**config.mk**
```make
export PLATFORM = sky130hd
export DESIGN_NAME = brake_torque_off_sequencer
export DESIGN_NICKNAME = d
export VERILOG_FILES = /design/src/hw/brake_seq_pkg.sv /design/src/hw/ms_timebase.sv /design/src/hw/brake_torque_off_sequencer.sv
export VERILOG_INCLUDE_DIRS = /design/src /design/src/hw
export SDC_FILE = /design/constraint.sdc
export NUM_CORES = 1
export LEC_CHECK = 0
export BUFFER_PORTS_ARGS = -buffer_cell sky130_fd_sc_hd__buf_2
export CORE_MARGIN = 4
export CORE_UTILIZATION = 60
export CTS_CLUSTER_DIAMETER = 60
export DETAILED_ROUTE_END_ITERATION = 12
export PLACE_DENSITY = 0.83
export RECOVER_POWER = 50
export SLEW_MARGIN = 0
export SYNTH_ARGS = -nofsm -noshare
export SYNTH_HDL_FRONTEND = slang
export SYNTH_SLANG_ARGS = --single-unit
```
**constraint.sdc**
```tcl
create_clock -name clk_sys -period 6.85 [get_ports clk_sys]
set_input_delay 1.37 -clock clk_sys [delete_from_list [all_inputs] [get_ports clk_sys]]
set_output_delay 1.37 -clock clk_sys [all_outputs]
set_load 0.02 [all_outputs]
```
**src/hw/brake_seq_regs.svh**
```systemverilog
// register offsets, field positions, reset values and timing constants
`ifndef BRAKE_SEQ_REGS_SVH
`define BRAKE_SEQ_REGS_SVH

// =====================================================================
// register byte offsets
`define REG_CTRL 8'h00
`define REG_DELAY 8'h04
`define REG_STOPTIME 8'h08
`define REG_SPDLIM 8'h0C
`define REG_RESTART 8'h10
`define REG_COAST 8'h14
`define REG_STATUS 8'h18
`define REG_COUNT 4'h6
`define IDX_NONE 4'hF

// =====================================================================
// control field positions
`define CTRL_USAGE 0
`define CTRL_ACKAUTO 1
`define CTRL_ESTOP_RAMP 2
`define CTRL_FB_NC 3
`define CTRL_DIAG_A 4
`define CTRL_DIAG_B 5
`define CTRL_OUT_PAIR 6
`define CTRL_FBACT 8
`define CTRL_ACK_WR 15
`define CTRL_RD_MASK 16'h03FF

`define FBACT_TORQUE 2'h1
`define FBACT_SAFE 2'h2

// =====================================================================
// reset values
`define CTRL_RST 16'h0002
`define DELAY_RST 16'h0000
`define STOPTIME_RST 16'h04B0
`define SPDLIM_RST 16'h0000
`define RESTART_RST 16'h03E8
`define COAST_RST 16'h05DC

// =====================================================================
// timing
`define CLK_PERIOD_NS 20
`define MS_NS 1000000
`define CYC_PER_MS (`MS_NS / `CLK_PERIOD_NS)
`define FB_CHECK_MS 16'h0014
`define TEST_PULSE_MS 8'h0A

`define RESP_OKAY 2'h0
`define RESP_DECERR 2'h3

`endif

```
**src/hw/brake_seq_pkg.sv**
```systemverilog
// types shared by the brake and torque-off sequencer
package brake_seq_pkg;

  typedef enum logic [2:0] {
    ST_RUN,
    ST_RAMP,
    ST_BRAKE_LEAD,
    ST_TORQUE_LAG,
    ST_HOLD
  } seq_state_e;

  // synchronised request and feedback inputs
  typedef struct packed {
    logic relayFeedback;
    logic zeroSpeed;
    logic internalFault;
    logic monitorLimitHit;
    logic tripLimitHit;
    logic emergencyStopReq;
    logic controlledStopReq;
    logic torqueOffReq;
  } req_s;

  typedef struct packed {
    logic brakeUsage;
    logic ackAuto;
    logic estopRamp;
    logic fbNc;
    logic diagA;
    logic diagB;
    logic outPair;
    logic [1:0] fbAction;
    logic [15:0] brakeDelay;
    logic [15:0] brakeStopTime;
    logic [15:0] speedLimit;
    logic [15:0] restartDelay;
    logic [15:0] coastStopTime;
  } cfg_s;

endpackage

```
**src/hw/ms_timebase.sv**
```systemverilog
// millisecond tick and diagnostic test pulse strobe
`timescale 1ns/1ps
`include "brake_seq_regs.svh"

module ms_timebase #(
  parameter int CYC_PER_MS = `CYC_PER_MS
) (
  input logic clk_sys,
  input logic resetn,
  output logic msTick,
  output logic testPulse
);

  logic [31:0] cyc_q;
  logic [7:0] msCnt_q;
  logic wrap;

  assign wrap = (cyc_q == 32'(CYC_PER_MS - 1));
  assign msTick = wrap;
  assign testPulse = wrap && (msCnt_q == 8'h00);

  always_ff @(posedge clk_sys) begin
    if (!resetn) begin
      cyc_q <= 32'h0;
      msCnt_q <= 8'h00;
    end else if (wrap) begin
      cyc_q <= 32'h0;
      msCnt_q <= (msCnt_q == `TEST_PULSE_MS - 8'h01) ? 8'h00
                 : msCnt_q + 8'h01;
    end else begin
      cyc_q <= cyc_q + 32'h1;
    end
  end

endmodule

```
**src/hw/brake_torque_off_sequencer.sv**
```systemverilog
// sequencer coordinating safe brake outputs with drive torque off
`timescale 1ns/1ps
`include "brake_seq_regs.svh"
// =====================================================================

module brake_torque_off_sequencer #(
  parameter int CYC_PER_MS = `CYC_PER_MS
) (
  input logic clk_sys,
  input logic resetn,
  input logic torqueOffReqPin,
  input logic controlledStopReqPin,
  input logic emergencyStopReqPin,
  input logic tripLimitHitPin,
  input logic monitorLimitHitPin,
  input logic internalFaultPin,
  input logic zeroSpeedPin,
  input logic relayFeedbackPin,
  input logic [15:0] speedRpm,
  output logic torqueOff,
  output logic brakeOutA,
  output logic brakeOutB,
  output logic stopCompleted,
  output logic restartPermit,
  output logic ackPulse,
  input logic [7:0] s_axi_awaddr,
  input logic s_axi_awvalid,
  output logic s_axi_awready,
  input logic [31:0] s_axi_wdata,
  input logic [3:0] s_axi_wstrb,
  input logic s_axi_wvalid,
  output logic s_axi_wready,
  output logic [1:0] s_axi_bresp,
  output logic s_axi_bvalid,
  input logic s_axi_bready,
  input logic [7:0] s_axi_araddr,
  input logic s_axi_arvalid,
  output logic s_axi_arready,
  output logic [31:0] s_axi_rdata,
  output logic [1:0] s_axi_rresp,
  output logic s_axi_rvalid,
  input logic s_axi_rready
);

  // ===================================================================
  // helpers
  function automatic logic [3:0] regIdx(input logic [7:0] a);
    regIdx = (a[1:0] == 2'h0 && a[7:2] <= 6'h06) ? a[5:2] : `IDX_NONE;
  endfunction

  function automatic logic [15:0] absMag(input logic [15:0] v);
    absMag = v[15] ? 16'(-v) : v;
  endfunction

  function automatic logic [15:0] satInc(input logic [15:0] v,
                                         input logic t);
    satInc = (t && v != 16'hFFFF) ? v + 16'h0001 : v;
  endfunction

  function automatic logic [15:0] rstVal(input logic [3:0] i);
    case (i)
      4'h0: rstVal = `CTRL_RST;
      4'h1: rstVal = `DELAY_RST;
      4'h2: rstVal = `STOPTIME_RST;
      4'h3: rstVal = `SPDLIM_RST;
      4'h4: rstVal = `RESTART_RST;
      default: rstVal = `COAST_RST;
    endcase
  endfunction

  // ===================================================================
  // declarations
  logic msTick, testPulse;
  logic [7:0] pinVec, syncA_q, syncB_q;
  brake_seq_pkg::req_s req;
  brake_seq_pkg::cfg_s cfg;
  logic [15:0] cfgMem_q [0:5];
  brake_seq_pkg::seq_state_e state_q, state_d, entryNext;
  logic brakeOn_q, brakeOn_d, torqueOff_q, torqueOff_d;
  logic [15:0] stateTimer_q, stopTimer_q, restartTimer_q, fbTimer_q;
  logic [15:0] delayMag, speedMag, expectTime;
  logic torqueBrakeEn, rampBrakeEn, delayNeg, delayZero, delayPos;
  logic estopAny, forceSafe, immStop, rampStop, anyReq, atBrakeSpeed;
  logic brakeSel, entryLead, entryLag, delayDone, ackGo, ackWr;
  logic restartOk, relayOn, fbExpect, fbMismatch, fbHit, timeoutHit;
  logic feedbackFault_q, stopTimeout_q, stopDone_q, ackPulse_q;
  logic brakeOutA_q, brakeOutB_q, restartOk_q;
  logic awHeld_q, wHeld_q, bvalid_q, rvalid_q, doWrite;
  logic [7:0] awAddr_q;
  logic [31:0] wData_q, rdata_q, rdMux;
  logic [3:0] wStrb_q, wIdx, rIdx;
  logic [1:0] bresp_q, rresp_q;
  logic [15:0] statusWord;

  ms_timebase #(.CYC_PER_MS(CYC_PER_MS)) u_timebase (
    .clk_sys(clk_sys),
    .resetn(resetn),
    .msTick(msTick),
    .testPulse(testPulse)
  );

  // ===================================================================
  // input synchronisers
  assign pinVec = {relayFeedbackPin, zeroSpeedPin, internalFaultPin,
                   monitorLimitHitPin, tripLimitHitPin,
                   emergencyStopReqPin, controlledStopReqPin,
                   torqueOffReqPin};

  always_ff @(posedge clk_sys) begin
    if (!resetn) begin
      syncA_q <= 8'h00;
      syncB_q <= 8'h00;
    end else begin
      syncA_q <= pinVec;
      syncB_q <= syncA_q;
    end
  end

  assign req = brake_seq_pkg::req_s'(syncB_q);

  // ===================================================================
  // configuration view
  assign cfg.brakeUsage = cfgMem_q[0][`CTRL_USAGE];
  assign cfg.ackAuto = cfgMem_q[0][`CTRL_ACKAUTO];
  assign cfg.estopRamp = cfgMem_q[0][`CTRL_ESTOP_RAMP];
  assign cfg.fbNc = cfgMem_q[0][`CTRL_FB_NC];
  assign cfg.diagA = cfgMem_q[0][`CTRL_DIAG_A];
  assign cfg.diagB = cfgMem_q[0][`CTRL_DIAG_B];
  assign cfg.outPair = cfgMem_q[0][`CTRL_OUT_PAIR];
  assign cfg.fbAction = cfgMem_q[0][`CTRL_FBACT +: 2];
  assign cfg.brakeDelay = cfgMem_q[1];
  assign cfg.brakeStopTime = cfgMem_q[2];
  assign cfg.speedLimit = cfgMem_q[3];
  assign cfg.restartDelay = cfgMem_q[4];
  assign cfg.coastStopTime = cfgMem_q[5];

  // ===================================================================
  // stop request decode
  assign torqueBrakeEn = cfg.brakeUsage;
  assign rampBrakeEn = (cfg.speedLimit != 16'h0000);
  assign delayMag = absMag(cfg.brakeDelay);
  assign delayNeg = cfg.brakeDelay[15];
  assign delayZero = (cfg.brakeDelay == 16'h0000);
  assign delayPos = !delayNeg && !delayZero;
  assign speedMag = absMag(speedRpm);
  // same limit both directions
  assign atBrakeSpeed = rampBrakeEn && speedMag <= cfg.speedLimit;
  assign estopAny = req.emergencyStopReq || req.tripLimitHit;
  assign forceSafe = req.internalFault || stopTimeout_q ||
                     (feedbackFault_q && cfg.fbAction == `FBACT_SAFE);
  assign immStop = req.torqueOffReq || req.monitorLimitHit ||
                   (feedbackFault_q && cfg.fbAction == `FBACT_TORQUE) ||
                   forceSafe || (estopAny && !cfg.estopRamp);
  assign rampStop = req.controlledStopReq ||
                    (estopAny && cfg.estopRamp);
  assign anyReq = immStop || rampStop;

  // forced-safe faults brake whenever any brake path is configured, unless the sequencer is already in ST_HOLD
  assign brakeSel = forceSafe ? (torqueBrakeEn || rampBrakeEn)
                              : torqueBrakeEn;
  assign entryLead = brakeSel && delayNeg && !forceSafe;
  assign entryLag = brakeSel && delayPos && !forceSafe;
  assign entryNext = entryLead ? brake_seq_pkg::ST_BRAKE_LEAD
                   : entryLag ? brake_seq_pkg::ST_TORQUE_LAG
                   : brake_seq_pkg::ST_HOLD;
  // one tick past the delay: only a forced-safe fault ends a wait short of it
  assign delayDone = msTick && stateTimer_q >= delayMag;
  assign restartOk = restartTimer_q > cfg.restartDelay;
  assign ackGo = !anyReq && restartOk &&
                 (cfg.ackAuto ? stopDone_q : ackWr);

  // ===================================================================
  // sequencer
  always_comb begin
    state_d = state_q;
    brakeOn_d = brakeOn_q;
    torqueOff_d = torqueOff_q;
    case (state_q)
      brake_seq_pkg::ST_RUN, brake_seq_pkg::ST_RAMP: begin
        if (immStop || (state_q == brake_seq_pkg::ST_RAMP &&
                        req.zeroSpeed && !atBrakeSpeed)) begin
          state_d = entryNext;
          brakeOn_d = brakeSel && !entryLag;
          torqueOff_d = !entryLead;
        end else if (state_q == brake_seq_pkg::ST_RAMP &&
                     atBrakeSpeed) begin
          state_d = delayNeg ? brake_seq_pkg::ST_BRAKE_LEAD
                             : brake_seq_pkg::ST_HOLD;
          brakeOn_d = 1'b1;
          torqueOff_d = !delayNeg;
        end else if (rampStop) begin
          state_d = brake_seq_pkg::ST_RAMP;
        end
      end
      brake_seq_pkg::ST_BRAKE_LEAD: begin
        if (forceSafe || delayDone) begin
          state_d = brake_seq_pkg::ST_HOLD;
          torqueOff_d = 1'b1;
        end
      end
      brake_seq_pkg::ST_TORQUE_LAG: begin
        if (forceSafe || delayDone) begin
          state_d = brake_seq_pkg::ST_HOLD;
          brakeOn_d = 1'b1;
        end
      end
      brake_seq_pkg::ST_HOLD: begin
        if (ackGo) begin
          state_d = brake_seq_pkg::ST_RUN;
          brakeOn_d = 1'b0;
          torqueOff_d = 1'b0;
        end
      end
      default: begin
        state_d = brake_seq_pkg::ST_HOLD;
        torqueOff_d = 1'b1;
      end
    endcase
  end

  always_ff @(posedge clk_sys) begin
    if (!resetn) begin
      state_q <= brake_seq_pkg::ST_RUN;
      brakeOn_q <= 1'b0;
      torqueOff_q <= 1'b0;
    end else begin
      state_q <= state_d;
      brakeOn_q <= brakeOn_d;
      torqueOff_q <= torqueOff_d;
    end
  end

  // ===================================================================
  // millisecond timers
  assign expectTime = brakeOn_q ? cfg.brakeStopTime
                                : cfg.coastStopTime;
  // motor still turning after coast time: brake did not hold
  assign timeoutHit = state_q != brake_seq_pkg::ST_RUN &&
                      !req.zeroSpeed &&
                      stopTimer_q > cfg.coastStopTime;
  assign relayOn = !brakeOn_q;
  assign fbExpect = cfg.fbNc ? !relayOn : relayOn;
  assign fbMismatch = req.relayFeedback != fbExpect;
  assign fbHit = fbTimer_q > `FB_CHECK_MS;

  always_ff @(posedge clk_sys) begin
    if (!resetn) begin
      stateTimer_q <= 16'h0000;
      stopTimer_q <= 16'h0000;
      restartTimer_q <= 16'h0000;
      fbTimer_q <= 16'h0000;
    end else begin
      stateTimer_q <= (state_d != state_q) ? 16'h0000
                      : satInc(stateTimer_q, msTick);
      stopTimer_q <= (state_q == brake_seq_pkg::ST_RUN) ? 16'h0000
                     : satInc(stopTimer_q, msTick);
      restartTimer_q <= !torqueOff_q ? 16'h0000
                        : satInc(restartTimer_q, msTick);
      fbTimer_q <= !fbMismatch ? 16'h0000
                   : satInc(fbTimer_q, msTick);
    end
  end

  // sticky faults; a new hit outweighs the clearing write
  always_ff @(posedge clk_sys) begin
    if (!resetn) begin
      feedbackFault_q <= 1'b0;
      stopTimeout_q <= 1'b0;
      stopDone_q <= 1'b0;
      ackPulse_q <= 1'b0;
      restartOk_q <= 1'b0;
    end else begin
      feedbackFault_q <= fbHit || (feedbackFault_q && !ackWr);
      stopTimeout_q <= timeoutHit || (stopTimeout_q && !ackWr);
      stopDone_q <= state_q == brake_seq_pkg::ST_HOLD &&
                    (req.zeroSpeed || stopTimer_q >= expectTime);
      ackPulse_q <= state_q == brake_seq_pkg::ST_HOLD && ackGo;
      restartOk_q <= restartOk && torqueOff_q;
    end
  end

  // ===================================================================
  // brake outputs: energised relay releases the brake
  always_ff @(posedge clk_sys) begin
    if (!resetn) begin
      brakeOutA_q <= 1'b0;
      brakeOutB_q <= 1'b0;
    end else begin
      brakeOutA_q <= relayOn && !(cfg.diagA && testPulse);
      brakeOutB_q <= cfg.outPair && relayOn &&
                     !(cfg.diagB && testPulse);
    end
  end

  assign torqueOff = torqueOff_q;
  assign brakeOutA = brakeOutA_q;
  assign brakeOutB = brakeOutB_q;
  assign stopCompleted = stopDone_q;
  assign restartPermit = restartOk_q;
  assign ackPulse = ackPulse_q;

  // ===================================================================
  // register bus
  assign s_axi_awready = !awHeld_q && !bvalid_q;
  assign s_axi_wready = !wHeld_q && !bvalid_q;
  assign s_axi_bvalid = bvalid_q;
  assign s_axi_bresp = bresp_q;
  assign s_axi_arready = !rvalid_q;
  assign s_axi_rvalid = rvalid_q;
  assign s_axi_rdata = rdata_q;
  assign s_axi_rresp = rresp_q;
  assign doWrite = awHeld_q && wHeld_q && !bvalid_q;
  assign wIdx = regIdx(awAddr_q);
  assign rIdx = regIdx(s_axi_araddr);
  assign ackWr = doWrite && wIdx == 4'h0 && wStrb_q[1] &&
                 wData_q[`CTRL_ACK_WR];
  assign statusWord = {5'h00, 3'(state_q), 1'b0, fbMismatch,
                       stopTimeout_q, feedbackFault_q, restartOk,
                       stopDone_q, brakeOn_q, torqueOff_q};
  assign rdMux = (rIdx == 4'h6) ? {16'h0000, statusWord}
               : (rIdx == 4'h0) ? {16'h0000, cfgMem_q[0] & `CTRL_RD_MASK}
               : (rIdx < `REG_COUNT) ? {16'h0000, cfgMem_q[3'(rIdx)]}
               : 32'h0000_0000;

  always_ff @(posedge clk_sys) begin
    if (!resetn) begin
      awHeld_q <= 1'b0;
      wHeld_q <= 1'b0;
      bvalid_q <= 1'b0;
      bresp_q <= `RESP_OKAY;
      awAddr_q <= 8'h00;
      wData_q <= 32'h0000_0000;
      wStrb_q <= 4'h0;
    end else begin
      if (s_axi_awvalid && s_axi_awready) begin
        awHeld_q <= 1'b1;
        awAddr_q <= s_axi_awaddr;
      end
      if (s_axi_wvalid && s_axi_wready) begin
        wHeld_q <= 1'b1;
        wData_q <= s_axi_wdata;
        wStrb_q <= s_axi_wstrb;
      end
      if (doWrite) begin
        awHeld_q <= 1'b0;
        wHeld_q <= 1'b0;
        bvalid_q <= 1'b1;
        bresp_q <= (wIdx == `IDX_NONE) ? `RESP_DECERR : `RESP_OKAY;
      end else if (bvalid_q && s_axi_bready) begin
        bvalid_q <= 1'b0;
      end
    end
  end

  // status is read only; writes to it are accepted and dropped
  always_ff @(posedge clk_sys) begin
    if (!resetn) begin
      for (int i = 0; i < 6; i++) begin
        cfgMem_q[i] <= rstVal(4'(i));
      end
    end else if (doWrite && wIdx < `REG_COUNT) begin
      for (int b = 0; b < 2; b++) begin
        if (wStrb_q[b]) begin
          cfgMem_q[3'(wIdx)][8*b +: 8] <= wData_q[8*b +: 8];
        end
      end
    end
  end

  always_ff @(posedge clk_sys) begin
    if (!resetn) begin
      rvalid_q <= 1'b0;
      rdata_q <= 32'h0000_0000;
      rresp_q <= `RESP_OKAY;
    end else if (s_axi_arvalid && s_axi_arready) begin
      rvalid_q <= 1'b1;
      rdata_q <= rdMux;
      rresp_q <= (rIdx == `IDX_NONE) ? `RESP_DECERR : `RESP_OKAY;
    end else if (rvalid_q && s_axi_rready) begin
      rvalid_q <= 1'b0;
    end
  end
endmodule

```
Yosys cells after proc, flatten, opt, wreduce, memory -nomap -nowiden
Memories as Yosys holds them, arrays and structs flattened.
Cells that the tools add are included.
{"block": "classes", "add_sub_neg": 8, "multipliers": 0, "n_div": 0, "order_cmp": 10, "eq_ne": 21, "n_shift": 0, "mux": 52, "n_bitwise": 2, "n_reduce_logical": 104}
{"operator": "$mux 16", "count": 12}
{"operator": "$add 16x1->16 const B", "count": 4}
{"operator": "$ne 16x16->1 const B", "count": 4}
{"operator": "$logic_and 1x1->1", "count": 49}
{"operator": "$add 32x1->32 const B", "count": 1}
{"operator": "$eq 32x16->1 const B", "count": 1}
{"operator": "$ge 16x16->1", "count": 2}
{"operator": "$gt 16x16->1", "count": 2}
{"operator": "$neg 16->16", "count": 2}
{"operator": "$mux 3", "count": 9}
{"operator": "$mux 1", "count": 22}
{"operator": "$logic_not 1->1", "count": 17}
{"operator": "$gt 16x5->1 const B", "count": 1}
{"operator": "$le 16x16->1", "count": 1}
{"operator": "$logic_not 16->1", "count": 1}
{"operator": "$reduce_bool 16->1", "count": 1}
{"operator": "$reduce_or 16->1", "count": 1}
{"operator": "$logic_or 1x1->1", "count": 15}
{"operator": "$le 6x3->1 const B", "count": 2}
{"operator": "$reduce_or 2->1", "count": 6}
{"operator": "$pmux 3 s3", "count": 1}
{"operator": "$add 8x1->8 const B", "count": 1}
{"operator": "$eq 4x4->1 const B", "count": 2}
{"operator": "$eq 8x4->1 const B", "count": 1}
{"operator": "other kinds (25)", "count": 39}
{"block": "word_totals", "ff_bits": 198, "latch_bits": 0, "ram_bits": 96, "romBits": 0, "input_bits": 83, "output_inout_bits": 47, "wordCells": 226, "memories": 1}
{"name": "cfgMem_q", "words": 6, "width": 16, "rd": 7, "rd_clocked_by_memory_dff": 0, "write_ports": 6, "line_no": "brake_torque_off_sequencer.sv:77", "rtl": "logic [15:0] cfgMem_q [0:5];"}

Longest topological paths before layout
An unclocked memory read counts as a cell.
{"block": "logic_depth", "ltp_word": 14, "depth_mapped": 18, "depth_no_buf": 16}

Modules after synthesis
From an unflattened synthesis, not the netlist that was laid out.
{"block": "hier_totals", "cells_unflattened": 1673, "area_unflattened_um2": 14878.0}
{"mod": "brake_torque_off_sequencer", "instances": 1, "cells_per_inst": 1437, "area_per_inst_um2": 12783.5, "seq_area_each_um2": 5535.3}
{"mod": "ms_timebase", "instances": 1, "cells_per_inst": 236, "area_per_inst_um2": 2094.5, "seq_area_each_um2": 800.8}

Least setup slack after synthesis
No wires, ideal clock.
{"block": "synth_timing", "path_kind": "input to register", "from": "input speedRpm[3]", "to": "register stateTimer_q[10]", "setup_time_ns": 0.117, "arrival_ns": 4.635, "t_required_ns": 6.733, "slack_ns": 2.097, "cell_stages": 15, "n_path_buf": 1, "cell_sequence": "nor4_1 nand2_1 or3_1 o31ai_1 xnor2_1 ha_1 nand4_1 nor4_1 o21ai_1 a41o_1 o21bai_1 nor2b_1 o311ai_4 buf_2 nor2_1"}
{"block": "synth_via", "elab_chain_len": 11, "word_cells_on_any_way": 13, "classes_between": "add/sub: 1; order compare: 1; eq/ne: 1; mux: 4; reduce/logical: 6"}
{"item": "start: declaration", "line_no": "brake_torque_off_sequencer.sv:19", "rtl": "input logic [15:0] speedRpm,"}
{"item": "$neg 16->16", "line_no": "brake_torque_off_sequencer.sv:52", "rtl": "absMag = v[15] ? 16'(-v) : v;"}
{"item": "$mux 16 (*)", "line_no": "brake_torque_off_sequencer.sv:52"}
{"item": "$le 16x16->1 (*)", "line_no": "brake_torque_off_sequencer.sv:147", "rtl": "assign atBrakeSpeed = rampBrakeEn && speedMag <= cfg.speedLimit;"}
{"item": "$logic_and 1x1->1 (*)", "line_no": "brake_torque_off_sequencer.sv:147"}
{"item": "$logic_not 1->1", "line_no": "brake_torque_off_sequencer.sv:181", "rtl": "req.zeroSpeed && !atBrakeSpeed)) begin"}
{"item": "$logic_and 1x1->1", "line_no": "brake_torque_off_sequencer.sv:181"}
{"item": "$logic_or 1x1->1", "line_no": "brake_torque_off_sequencer.sv:180", "rtl": "if (immStop || (state_q == brake_seq_pkg::ST_RAMP &&"}
{"item": "$mux 3 (*)", "line_no": "brake_torque_off_sequencer.sv:180"}
{"item": "$pmux 3 s3 (*)", "line_no": "brake_torque_off_sequencer.sv:178", "rtl": "case (state_q)"}
{"item": "$ne 3x3->1 (*)", "line_no": "brake_torque_off_sequencer.sv:253", "rtl": "stateTimer_q <= (state_d != state_q) ? 16'h0000"}
{"item": "$reduce_or 2->1 (no line) (*)"}
{"item": "end signal: assignment", "line_no": "brake_torque_off_sequencer.sv:253"}
{"item": "end: declaration", "line_no": "brake_torque_off_sequencer.sv:80", "rtl": "logic [15:0] stateTimer_q, stopTimer_q, restartTimer_q, fbTimer_q;"}
Every way passes the cells marked *; elsewhere a longest branch is shown, timed or not.
A chain may end at the register's enable or synchronous reset.

==> metrics.md <==
| Metric | Value |
|---|---|
| Final Instance Area | between 0.015 and 0.02 mm² |
| CP Capture Type | flip-flop |
| CTS resizes | 0 |
| Share of the synthesized area in the top cell type | 0.243 |
| Die width | approximately 170 µm |
| Vias/cell | roughly 6 |
| Port Buffers | 95 |
| Synth cell types | 78 |
| Clk_lat worst skew | 0.56 ns |
| Setup Skew | 0.0230 ns |
| Place WS | about 1.3 ns |
| Starting density of the core | 0.610 |
| # rows | 57 |
| VDD IR-drop max | roughly 0.00018 V |
| GR Overflow Total | 0 |
| DR pass1 iterations | 10 |
| Failing checks | capacitance limit, slew limit |
| Postcts setup bufs | 0 |
| CTS tree | built |
| Setup_tns | 0 ns |
| CTS sink count | 271 |
| Most frequent cells in the layout | 232 x nor2_1, 180 x nand2_1, 180 x dfxtp_1, 101 x a21oi_1, 93 x inv_1 |
| Inserted Clock Buffers | 29 |
| Critical path peak fanout | 47 |
| Cells after synthesis | between 1500 and 2000 |
| Synth Register Bits | roughly 270 |
| Final wirelength | approximately 40000 µm |
| DRT iter0 DRCs | ~1300 |
| Fmax | approximately 180 MHz |
| Synth warn | 0 |
| GRT Overall Usage | 0.288 |
| Vias | between 10000 and 15000 |
| Htree depth | 1 |
| Max Cap Viol | 2 |
| Largest net degree at the start of global routing | 48 |
| Reg clk slew, reported paths | about 0.060 ns |
| Critical Path AT | approximately 6 ns |
| Initial antenna violation count | 0 |
| Die area | roughly 0.027 mm² |
| CTS root buf | clkbuf_16 |
| Hold Vio Cnt, Final | 0 |
| Antenna viol nets, final | 0 |
| Routed WL per cell | roughly 19 µm |
| Share of cells above drive strength 1 | 0.0810 |
| Top cell type by total area after synthesis | dfxtp_1 |
| Slew headroom | -0.479 |
| Fraction of registers with async set/reset | 0 |
| R2R Setup Slk | 1.83 ns |
| DRC violations left | 0 |
| Outcome | finished, violations left |
| LEAKAGE | ~6.5 nW |
| NumNets Final | between 1500 and 2000 |
| Commonest non-fill, non-tap cell in the layout | nor2_1 |
| Number of global-route vias before repair | roughly 12000 |
| Synth Flop Type | dfxtp_1 |
| Fill count | 1969 |
| Synthesized area | 0.0148 mm² |
| Min setup slack post-route | 1.33 ns |
| RSZ-0062 raised after global routing | false |
| Clock Path Buffers | 3 |
| Register area share after synthesis | 0.427 |
| Max Slew Vio Count | approximately 90 |
| EDFF count, synth | 91 |
| Area after DPL | ~0.015 mm² |
| CP required | roughly 7.3 ns |
| Core ar. | 0.0243 mm² |
| # hold bufs at CTS | 0 |
| Synth area leaders | dfxtp_1 24%, edfxtp_1 18%, ha_1 7.7% |
| Period utilization | 0.806 |
| Post-Syn Area per Cell | slightly below 9 µm² |
| Min-Delay Path Class | flip-flop to flip-flop |
| Final setup fails | 0 |
| First-pass GRT wire length | around 63000 µm |
| Cell area power density | between 200 and 250 mW/mm² |
| GPL Wtd Cong | around 0.98 |
| Die Ht | approximately 170 µm |
| CP Class | input pin to flip-flop |
| Tightest Pin Transition | 2.22 ns |
| Power consumption | between 3 and 4 mW |
| I/O pin count | 130 |
| Startpoint Class | input pin |
| Crit path time final | about 5.5 ns |
| DP HPWL | roughly 29000 µm |
| P&R area growth vs syn | 9.99% |
## critical path, cell delays in order
cell,delay (ns)
buf_2,0.07
clkbuf_1,1.57
clkinv_1,1.06
clkbuf_1,0.98
a41oi_1,0.61
nor2_1,0.19
nor2_1,0.14
## cell usage after synthesis, types with 4 or more instances
library cell  count
and3_1           21
nor2_1          232
o21a_1            4
a211oi_1         10
xnor2_1          49
o41ai_1           6
or3_1            25
buf_4            18
a21o_1           14
and2_1           26
a21oi_1         101
a2111oi_0         7
a221o_1           4
inv_1            94
o21ai_1           7
dfxtp_1         180
nand3_1          67
a22o_1            5
o211ai_1          6
a221oi_1         10
mux2i_1          32
buf_1             5
o21ai_0          55
mux2_2            5
ha_1             91
edfxtp_1         91
and4_1           10
o31ai_1           8
nand2b_1         13
nor2b_1          14
nor3_1           38
nand2_1         180
clkbuf_1         53
nor4_1           20
o22ai_1          11
or2_2             4
nand4_1          35
xor2_1           53
## metal layers
layer,global-route usage,vias up,wire (µm)
met5,0,-,0
met4,0.131,0,2220
met3,0.0511,160,3660
met2,0.474,648,18100
met1,0.373,5951,15600
li1,-,6018,-
## layout make-up
class	count	area (µm²)	share of cell area
timing repair buffer	105	497	0.0304
clock inverter	16	133	0.00812
sequential	271	6340	0.388
multi-input combinational	1242	7830	0.479
antenna	1	2.50	0.000153
clock buffer	37	776	0.0475
inverter	94	353	0.0216
tap	324	405	0.0248
## through the flow
step / util / hold WS [ns] / instances
after floorplan: - / 0.412 / 1688
final: 0.671 / 0.434 / 2090
after global placement: 0.636 / 0.418 / 2036
after global routing: 0.671 / 0.450 / 2089
after CTS: 0.674 / 0.437 / 2089
after detailed placement: 0.636 / 0.421 / 2036
## power breakdown
part | switching, mW | internal, mW | total [mW]
registers | 0.0472 | 1.70 | 1.75
logic | 0.240 | 0.128 | 0.367
clock network | 0.637 | 0.872 | 1.51
## worst paths after layout
path,start,to,depth (start not counted)
setup / recovery,resetn,u_timebase.msCnt_q[4],7
hold / removal,syncA_q[4],req[4],1
setup reg to reg,cfgMem_q[1][2],stateTimer_q[14],16
hold reg to reg,syncA_q[4],req[4],1
## cell families (layout without fill, tap and decap cells)
family	after synthesis	count (layout)	synth area share
simple gates	710	710	0.233
compound gates	283	283	0.125
flops	271	271	0.427
buf+inv	175	252	0.0501
xor+xnor	102	102	0.0602
fa+ha+maj	91	91	0.0767
mux	39	39	0.0284
other cells	1	18	0.000253
## registers in the layout (all words and copies together) (netlist names), 16 cells and up
| name | cells |
|---|---|
| u_timebase.cyc_q | 32 |
| restartTimer_q | 16 |
| stopTimer_q | 16 |
| s_axi_rdata | 16 |
| fbTimer_q | 16 |
| cfgMem_q | 91 |
| stateTimer_q | 16 |
| wData_q | 16 |
(Power assumes the default switching activity.)
